--- src/common/aux_power_params.svh ---
// constants for the auxiliary power enable sampler
`ifndef AUX_POWER_PARAMS_SVH
`define AUX_POWER_PARAMS_SVH

// sample points, in core clocks after fundamental reset release
`define STICKY_SAMPLE_CYC  9'd8
`define ENABLE_SAMPLE_CYC  9'd256
`define SAMPLE_CNT_W       9

// register offsets (byte addresses)
`define CTRL_OFFSET        4'h0
`define STATUS_OFFSET      4'h4
`define STICKY_OFFSET      4'h8

// control register fields
`define CTRL_AUX_EN_BIT    0
`define CTRL_PME_EN_BIT    1
`define CTRL_STANDBY_BIT   2

// status register fields
`define STAT_DETECTED_BIT  0
`define STAT_L2_EN_BIT     1
`define STAT_DONE_BIT      2
`define STAT_STICKY_INIT   3

`define STICKY_W           16
`define STICKY_RESET       16'h0000

`endif

--- src/common/aux_power_pkg.sv ---
// types for the auxiliary power enable sampler
`default_nettype none
package aux_power_pkg;
  typedef enum logic [1:0] {
    ST_HELD,
    ST_WAIT_STICKY,
    ST_WAIT_ENABLE,
    ST_DONE
  } sample_state_t;

  typedef struct packed {
    logic        cyc;
    logic        stb;
    logic        we;
    logic [3:0]  sel;
    logic [3:0]  adr;
    logic [31:0] dat;
  } wb_req_t;

  typedef struct packed {
    logic        ack;
    logic [31:0] dat;
  } wb_rsp_t;
endpackage
`default_nettype wire

--- src/aux_power_enable_sampler.sv ---
// auxiliary power enable sampler with wishbone register slave
//
// Function
// - sample disable input 8 clocks after reset release; low initializes sticky bits
// - high at the 8-clock sample keeps sticky bits unchanged
// - sample again at 256 clocks; high sets the aux power enable bit
// - low at the 256-clock sample clears the aux power enable bit
// - aux power detected reads set only while the enable bit is one
// - detected status follows enable bit alone, no supply sensing
// - software may set enable bit by write only when pme enable is set
// - core clock is gated off during active standby
// - sticky fields survive all resets except the initialization path
// - L2 mode enabled only when detected and pme enable both set
`include "aux_power_params.svh"
`default_nettype none
module aux_power_enable_sampler (
  input  wire logic                  clk_i,
  input  wire logic                  rst_i,
  input  wire logic                  fundamental_reset_n_i,
  input  wire logic                  aux_power_disable_n_i,
  input  wire aux_power_pkg::wb_req_t wb_req_i,
  output var  aux_power_pkg::wb_rsp_t wb_rsp_o,
  output logic                       aux_power_detected_o,
  output logic                       l2_mode_enabled_o,
  output logic                       core_clk_gate_o
);
  import aux_power_pkg::*;

  // ----------------------------------------------------------------
  // input synchronisers
  // ----------------------------------------------------------------
  logic [1:0] perst_sync_q;
  logic [1:0] disable_sync_q;

  always_ff @(posedge clk_i) begin
    if (rst_i) begin
      perst_sync_q   <= 2'h0;
      disable_sync_q <= 2'h0;
    end else begin
      perst_sync_q   <= {perst_sync_q[0], fundamental_reset_n_i};
      disable_sync_q <= {disable_sync_q[0], aux_power_disable_n_i};
    end
  end

  logic perst_n_s;
  logic disable_n_s;
  assign perst_n_s   = perst_sync_q[1];
  assign disable_n_s = disable_sync_q[1];

  // ----------------------------------------------------------------
  // sample sequencer
  // ----------------------------------------------------------------
  sample_state_t                 state_q;
  logic [`SAMPLE_CNT_W-1:0]      cnt_q;
  logic                          sticky_take;
  logic                          enable_take;

  // cycle count starts at 1 in the first cycle after release
  assign sticky_take = (state_q == ST_WAIT_STICKY) &&
                       (cnt_q == `STICKY_SAMPLE_CYC);
  assign enable_take = (state_q == ST_WAIT_ENABLE) &&
                       (cnt_q == `ENABLE_SAMPLE_CYC);

  always_ff @(posedge clk_i) begin
    if (rst_i || !perst_n_s) begin
      state_q <= ST_HELD;
      cnt_q   <= '0;
    end else begin
      unique case (state_q)
        ST_HELD: begin
          state_q <= ST_WAIT_STICKY;
          cnt_q   <= `SAMPLE_CNT_W'(1);
        end
        ST_WAIT_STICKY: begin
          cnt_q <= cnt_q + `SAMPLE_CNT_W'(1);
          if (sticky_take) begin
            state_q <= ST_WAIT_ENABLE;
          end
        end
        ST_WAIT_ENABLE: begin
          cnt_q <= cnt_q + `SAMPLE_CNT_W'(1);
          if (enable_take) begin
            state_q <= ST_DONE;
          end
        end
        ST_DONE: begin
          cnt_q <= cnt_q;
        end
      endcase
    end
  end

  // ----------------------------------------------------------------
  // register write decode
  // ----------------------------------------------------------------
  logic wr_ctrl;
  logic wr_sticky;
  logic bus_hit;
  logic ack_q;

  assign bus_hit   = wb_req_i.cyc && wb_req_i.stb && !ack_q;
  assign wr_ctrl   = bus_hit && wb_req_i.we && wb_req_i.sel[0] &&
                     (wb_req_i.adr == `CTRL_OFFSET);
  assign wr_sticky = bus_hit && wb_req_i.we &&
                     (wb_req_i.adr == `STICKY_OFFSET);

  // ----------------------------------------------------------------
  // sticky bits: the low sample clears them, a bus write loads them, no reset does
  // ----------------------------------------------------------------
  logic [`STICKY_W-1:0] sticky_q;
  logic                 sticky_init_q;

  always_ff @(posedge clk_i) begin
    if (sticky_take && !disable_n_s) begin
      sticky_q <= `STICKY_RESET;
    end else if (wr_sticky) begin
      if (wb_req_i.sel[0]) sticky_q[7:0]  <= wb_req_i.dat[7:0];
      if (wb_req_i.sel[1]) sticky_q[15:8] <= wb_req_i.dat[15:8];
    end
    // a high sample leaves sticky_q untouched
  end

  always_ff @(posedge clk_i) begin
    if (rst_i) begin
      sticky_init_q <= 1'b0;
    end else if (sticky_take) begin
      sticky_init_q <= !disable_n_s;
    end
  end

  // ----------------------------------------------------------------
  // control bits
  // ----------------------------------------------------------------
  logic aux_en_q;
  logic pme_en_q;
  logic standby_q;

  always_ff @(posedge clk_i) begin
    if (rst_i) begin
      aux_en_q <= 1'b0;
    end else if (enable_take) begin
      aux_en_q <= disable_n_s;
    end else if (wr_ctrl) begin
      if (!wb_req_i.dat[`CTRL_AUX_EN_BIT]) begin
        aux_en_q <= 1'b0;
      end else if (pme_en_q) begin
        aux_en_q <= 1'b1;
      end
    end
  end

  always_ff @(posedge clk_i) begin
    if (rst_i) begin
      pme_en_q  <= 1'b0;
      standby_q <= 1'b0;
    end else if (wr_ctrl) begin
      pme_en_q  <= wb_req_i.dat[`CTRL_PME_EN_BIT];
      standby_q <= wb_req_i.dat[`CTRL_STANDBY_BIT];
    end
  end

  // ----------------------------------------------------------------
  // status outputs
  // ----------------------------------------------------------------
  always_ff @(posedge clk_i) begin
    if (rst_i) begin
      aux_power_detected_o <= 1'b0;
      l2_mode_enabled_o    <= 1'b0;
      core_clk_gate_o      <= 1'b0;
    end else begin
      aux_power_detected_o <= aux_en_q;
      l2_mode_enabled_o    <= aux_en_q && pme_en_q;
      // active standby: l2 enabled and standby control bit set
      core_clk_gate_o      <= standby_q && aux_en_q && pme_en_q;
    end
  end

  // ----------------------------------------------------------------
  // wishbone read and ack
  // ----------------------------------------------------------------
  always_ff @(posedge clk_i) begin
    if (rst_i) begin
      ack_q         <= 1'b0;
      wb_rsp_o      <= '0;
    end else begin
      ack_q         <= bus_hit;
      wb_rsp_o.ack  <= bus_hit;
      wb_rsp_o.dat  <= 32'h0000_0000;
      if (bus_hit && !wb_req_i.we) begin
        unique case (wb_req_i.adr)
          `CTRL_OFFSET: begin
            wb_rsp_o.dat[`CTRL_AUX_EN_BIT]  <= aux_en_q;
            wb_rsp_o.dat[`CTRL_PME_EN_BIT]  <= pme_en_q;
            wb_rsp_o.dat[`CTRL_STANDBY_BIT] <= standby_q;
          end
          `STATUS_OFFSET: begin
            wb_rsp_o.dat[`STAT_DETECTED_BIT] <= aux_en_q;
            wb_rsp_o.dat[`STAT_L2_EN_BIT]    <= aux_en_q && pme_en_q;
            wb_rsp_o.dat[`STAT_DONE_BIT]     <= (state_q == ST_DONE);
            wb_rsp_o.dat[`STAT_STICKY_INIT]  <= sticky_init_q;
          end
          `STICKY_OFFSET: begin
            wb_rsp_o.dat[`STICKY_W-1:0] <= sticky_q;
          end
          default: begin
            wb_rsp_o.dat <= 32'h0000_0000;
          end
        endcase
      end
    end
  end

  // ----------------------------------------------------------------
  // assertions
  // ----------------------------------------------------------------
  property p_sticky_clear;
    @(posedge clk_i) disable iff (rst_i)
      (sticky_take && !disable_n_s) |=> (sticky_q == `STICKY_RESET);
  endproperty
  a_sticky_clear: assert property (p_sticky_clear)
    else $error("sticky bits not initialized on low sample");

  property p_sticky_keep;
    @(posedge clk_i) disable iff (rst_i)
      (sticky_take && disable_n_s && !wr_sticky) |=> $stable(sticky_q);
  endproperty
  a_sticky_keep: assert property (p_sticky_keep)
    else $error("sticky bits changed on high sample");

  property p_enable_set;
    @(posedge clk_i) disable iff (rst_i)
      (enable_take && disable_n_s) |=> aux_en_q ##2 aux_power_detected_o;
  endproperty
  a_enable_set: assert property (p_enable_set)
    else $error("enable bit not set on high sample");

  property p_enable_clear;
    @(posedge clk_i) disable iff (rst_i)
      (enable_take && !disable_n_s) |=> !aux_en_q;
  endproperty
  a_enable_clear: assert property (p_enable_clear)
    else $error("enable bit not cleared on low sample");

  // the edge after a reset still sees the pre-reset enable bit in $past
  property p_detected;
    @(posedge clk_i) disable iff (rst_i)
      !$past(rst_i) |-> aux_power_detected_o == $past(aux_en_q);
  endproperty
  a_detected: assert property (p_detected)
    else $error("detected status does not follow enable bit");

  property p_sw_set;
    @(posedge clk_i) disable iff (rst_i)
      (wr_ctrl && !enable_take && !aux_en_q && !pme_en_q) |=> !aux_en_q;
  endproperty
  a_sw_set: assert property (p_sw_set)
    else $error("enable set without pme enable");

  property p_l2;
    @(posedge clk_i) disable iff (rst_i)
      l2_mode_enabled_o |-> $past(aux_en_q) && $past(pme_en_q);
  endproperty
  a_l2: assert property (p_l2)
    else $error("l2 enabled without both bits");

  property p_sample_point;
    @(posedge clk_i) disable iff (rst_i)
      (state_q == ST_HELD) ##1 (state_q == ST_WAIT_STICKY) [*8]
        |=> (state_q == ST_WAIT_ENABLE) || (state_q == ST_HELD);
  endproperty
  a_sample_point: assert property (p_sample_point)
    else $error("first sample not at cycle 8");

  property p_done_hold;
    @(posedge clk_i) disable iff (rst_i)
      (state_q == ST_DONE) && perst_n_s |=> (state_q == ST_DONE);
  endproperty
  a_done_hold: assert property (p_done_hold)
    else $error("sequencer left done state");

  c_init: cover property (@(posedge clk_i) sticky_take && !disable_n_s);
  c_keep: cover property (@(posedge clk_i) sticky_take && disable_n_s);
  c_en:   cover property (@(posedge clk_i) enable_take && disable_n_s);
  c_sw:   cover property (@(posedge clk_i) wr_ctrl && pme_en_q);
endmodule
`default_nettype wire

--- config.mk ---
export PLATFORM = sky130hd
export DESIGN_NAME = aux_power_enable_sampler
export DESIGN_NICKNAME = d
export VERILOG_FILES = /design/src/common/aux_power_pkg.sv /design/src/aux_power_enable_sampler.sv
export VERILOG_INCLUDE_DIRS = /design/src /design/src/common
export SDC_FILE = /design/constraint.sdc
export NUM_CORES = 1
export LEC_CHECK = 0
export BUFFER_PORTS_ARGS = -buffer_cell sky130_fd_sc_hd__buf_4
export CELL_PAD_IN_SITES_DETAIL_PLACEMENT = 0
export CELL_PAD_IN_SITES_GLOBAL_PLACEMENT = 1
export CORE_MARGIN = 3
export CORE_UTILIZATION = 39
export DETAILED_ROUTE_END_ITERATION = 10
export PLACE_DENSITY = 0.85
export SKIP_CTS_REPAIR_TIMING = 1
export SYNTH_ARGS = -nofsm -noshare
export SYNTH_HDL_FRONTEND = slang
export SYNTH_SLANG_ARGS = --single-unit
--- constraint.sdc ---
create_clock -name clk_i -period 4.93 [get_ports clk_i]
set_input_delay 0.2465 -clock clk_i [delete_from_list [all_inputs] [get_ports clk_i]]
set_output_delay 0.2465 -clock clk_i [all_outputs]
set_load 0.05 [all_outputs]
==> reports/summary.txt <==
=================================================================================
Data required time of the worst path                                      5.17 ns
WS Path Type                                                           reg -> reg
Period minus WS final                                                    2.296 ns
Post-synthesis cell area                                               2366 sq um
Cell count after synthesis                                                    239
ANT nets after route                                                            0
Final period utilization                                                   46.58%
Tightest hold margin                                                    0.1517 ns
Insertion delay to the later sink of the worst-skew pair                  0.30 ns
Type of destination of the critical path                                 register
Cell at the root of the clock tree                                   sky130_fd_sc_hd__clkbuf_8
Maxcap violations                                                               0
Die height                                                           83.89 microns
Power, Total                                                          0.0007818 W
Site Rows                                                                      27
Overall die area                                                       7038 sq um
Internal reg-to-reg setup slack                                           2.63 ns
Place WS                                                                 2.621 ns
Kind of path behind the tightest hold check                             in -> reg
Number of optimization iterations in the first detailed-route pass              4
Max H-tree Level                                                                2
CTS clock-pin slew for the worst setup and hold paths                     0.09 ns
Delay of the slowest cell on the worst path                               0.94 ns
Clock tree from TritonCTS                                                    done
Total Routing Usage GR                                                     12.67%
Number of ports placed on the die boundary                                     83
Top cells by area, synth                                             sky130_fd_sc_hd__dfxtp_1, sky130_fd_sc_hd__mux2i_1, sky130_fd_sc_hd__buf_4
Violation count after the first detailed-route iteration                       48
Worst-path cell with the longest stage delay                         sky130_fd_sc_hd__nor4_4
Vias/cell                                                                   4.636
Mean cell area of the mapped netlist                                  9.900 sq um
Quantity of I/O buffers inserted on ports                                      48
Average wire length per cell after detail routing                    12.00 microns
Final wirelength                                                         4.284 mm
WP data arrival                                                           2.54 ns
Count of state elements after synthesis                                        55
Outcome                                                              complete, no violations
Biggest fanout along the worst timing path                                     17
Maximum number of pins on one net before global-route repair                   18
Layout Skew                                                            0.01091 ns
Final Worst Setup Slack                                                  2.634 ns
Hold Violations, Final                                                          0
Synth cell types                                                               40
Final number of max-transition violations                                       0
Vias in the first global route                                              1,645
Via Count                                                                   1,655
Clock buffer count from CTS                                                     5
Transition time at the pin with the least slew margin                    1.145 ns
Antenna cells                                                                   0
Global-route wire length before repair                                   7.362 mm
Final TNS setup                                                              0 ns
Die W                                                                83.89 microns
Share of synthesized area occupied by flip-flops and latches               46.54%
Worst relative slew slack                                                  23.11%
Startpoint type of the worst setup path                                  register
Cell type contributing the most total cell area after synthesis      sky130_fd_sc_hd__dfxtp_1
Effective utilization at floorplan                                         41.69%
Worst supply voltage drop on vdd                                         90.99 uV
Portion of synthesized cell area occupied by the leading cell type         46.54%
Pwr/cell area                                                        280.0 nW/um^2
Layout cell share with drive strength beyond 1                             24.91%
HPWL after detailed placement                                            3.241 mm
Placer's final routability congestion estimate                             0.7464
Fill cell count                                                               555
Bufs on Longest Clock Path                                                      2
Critical Path, Cell by Cell                                          inv_1, ha_1, or4b_4, nor4_4, nor2b_1, nor2_1
Leftover overflow at the end of global routing                                  0
Number of sinks handled by clock tree synthesis                                55
Worst-case reg-to-reg path depth                                                6
YS warnings                                                                     0
Layout net count                                                              338
RSZ-0062 raised after global routing                                           no
Number of instances on the worst hold path                                      2
Antenna violations before repair                                                0
Drt drc                                                                         0
Synthesis-to-layout area growth                                            18.03%
Final setup vio count                                                           0
Placeable core area                                                    5675 sq um
LEAKAGE                                                                  1.188 nW
F_max                                                                   435.5 MHz
=================================================================================
## layout by cell type, fill, tap and decap left out, types with 3 or more instances in the layout
cell	count
sky130_fd_sc_hd__dfxtp_1	55
sky130_fd_sc_hd__buf_4	48
sky130_fd_sc_hd__nor2_1	23
sky130_fd_sc_hd__mux2i_1	20
sky130_fd_sc_hd__conb_1	16
sky130_fd_sc_hd__and2_1	13
sky130_fd_sc_hd__nor2b_1	11
sky130_fd_sc_hd__inv_1	8
sky130_fd_sc_hd__nor2_2	8
sky130_fd_sc_hd__a21oi_1	8
sky130_fd_sc_hd__ha_1	7
sky130_fd_sc_hd__nand3b_1	5
sky130_fd_sc_hd__nand2b_1	5
sky130_fd_sc_hd__clkbuf_8	5
sky130_fd_sc_hd__nand2_1	4
sky130_fd_sc_hd__or2_2	3
sky130_fd_sc_hd__a211oi_1	3
sky130_fd_sc_hd__nor3_1	3
sky130_fd_sc_hd__xnor2_1	3
sky130_fd_sc_hd__or4_1	3
sky130_fd_sc_hd__or3_1	3
sky130_fd_sc_hd__o21ai_0	3
## power breakdown
part,internal [W],total (W),switching [W]
Sequential,0.000457,0.000463,0.00000572
Clock,0.0000992,0.000243,0.000144
Combinational,0.0000270,0.0000757,0.0000487
## per-layer routing
metal | share of wire [%] | track usage [%] | up-vias
met2 | 45 | 20.25 | 53
met1 | 46 | 15.87 | 739
met5 | 0 | 0 | -
met4 | 2.0 | 6.433 | 0
met3 | 6.9 | 2.962 | 7
li1 | - | - | 856
## synthesized netlist by cell type
master                     number
sky130_fd_sc_hd__xor2_1         2
sky130_fd_sc_hd__clkbuf_1       4
sky130_fd_sc_hd__nor4_4         2
sky130_fd_sc_hd__nor2_1        23
sky130_fd_sc_hd__a21oi_1        8
sky130_fd_sc_hd__or4bb_1        2
sky130_fd_sc_hd__nand3_1        1
sky130_fd_sc_hd__and3_1         1
sky130_fd_sc_hd__or4b_4         1
sky130_fd_sc_hd__buf_6          1
sky130_fd_sc_hd__and2_1        13
sky130_fd_sc_hd__buf_2          3
sky130_fd_sc_hd__nor2_2         8
sky130_fd_sc_hd__a21o_1         2
sky130_fd_sc_hd__inv_1          8
sky130_fd_sc_hd__nor3_2         1
sky130_fd_sc_hd__conb_1         1
sky130_fd_sc_hd__or3_1          3
sky130_fd_sc_hd__nor3_1         3
sky130_fd_sc_hd__buf_4         17
sky130_fd_sc_hd__o211ai_1       2
sky130_fd_sc_hd__o31ai_1        2
sky130_fd_sc_hd__nor2b_1       11
sky130_fd_sc_hd__nand2b_1       5
sky130_fd_sc_hd__or4_1          3
sky130_fd_sc_hd__or2_2          3
sky130_fd_sc_hd__nand4b_1       1
sky130_fd_sc_hd__nor4_1         2
sky130_fd_sc_hd__o21ai_0        3
sky130_fd_sc_hd__a211oi_1       3
sky130_fd_sc_hd__xnor2_1        3
sky130_fd_sc_hd__ha_1           7
sky130_fd_sc_hd__a22oi_1        1
sky130_fd_sc_hd__nand2_1        4
sky130_fd_sc_hd__nand4_1        2
sky130_fd_sc_hd__nand3b_1       5
sky130_fd_sc_hd__dfxtp_1       55
sky130_fd_sc_hd__nor3b_1        2
sky130_fd_sc_hd__mux2i_1       20
sky130_fd_sc_hd__or2_0          1
## area by class of cell
type                    count  area (sq um)  area share (%)
clock buffers               5         68.82           2.464
inverters                   8         30.03           1.075
repair buffers             48         360.3           12.90
flip-flops and latches     55          1101           39.43
clock inverters             3         20.02          0.7168
multi-input cells         166          1122           40.19
well taps                  72         90.09           3.226
## sequential cells by signal (all words and copies together) (netlist names)
register / flops
state_q: 2
core_clk_gate_o: 1
standby_q: 1
aux_power_detected_o: 1
cnt_q: 9
aux_en_q: 1
pme_en_q: 1
ack_q: 1
wb_rsp_o: 16
sticky_q: 16
l2_mode_enabled_o: 1
sticky_init_q: 1
disable_sync_q: 2
perst_sync_q: 2
## path summary, 6_finish.rpt
check,startpoint,to
min,aux_power_disable_n_i,disable_sync_q[0]
max,cnt_q[0],sticky_init_q
max reg2reg,cnt_q[0],sticky_init_q
min reg2reg,perst_sync_q[0],perst_sync_q[1]
## metrics by stage
| stage | cells | cell area, sq um | utilization, % |
|---|---|---|---|
| 2_1_floorplan | 254 | 2422 | - |
| 3_3_place_gp | 349 | 2704 | 47.64 |
| 3_5_place_dp | 349 | 2704 | 47.64 |
| 4_1_cts | 357 | 2793 | 49.21 |
| 5_1_grt | 357 | 2793 | 49.21 |
| 6_report | 357 | 2793 | 49.21 |
## worst max-delay path: cells and delay by family, from the launching register on
family        cells  cell delay, ns
fa+ha+maj         1            0.17
simple gates      4            1.64
flops             1            0.33
buf+inv           1            0.09
## logic make-up after synthesis
logic type / Yosys count / synth area share [%]
AOI/OAI and AO/OA: 21 / 5.499
xor gates and xnor gates: 5 / 1.851
adders and majority gates: 7 / 3.702
buffers and inverters: 33 / 8.408
DFF: 55 / 46.54
muxes: 20 / 8.461
other: 1 / 0.1585
and+or+nand+nor: 97 / 25.38
(Power assumes the default switching activity.)
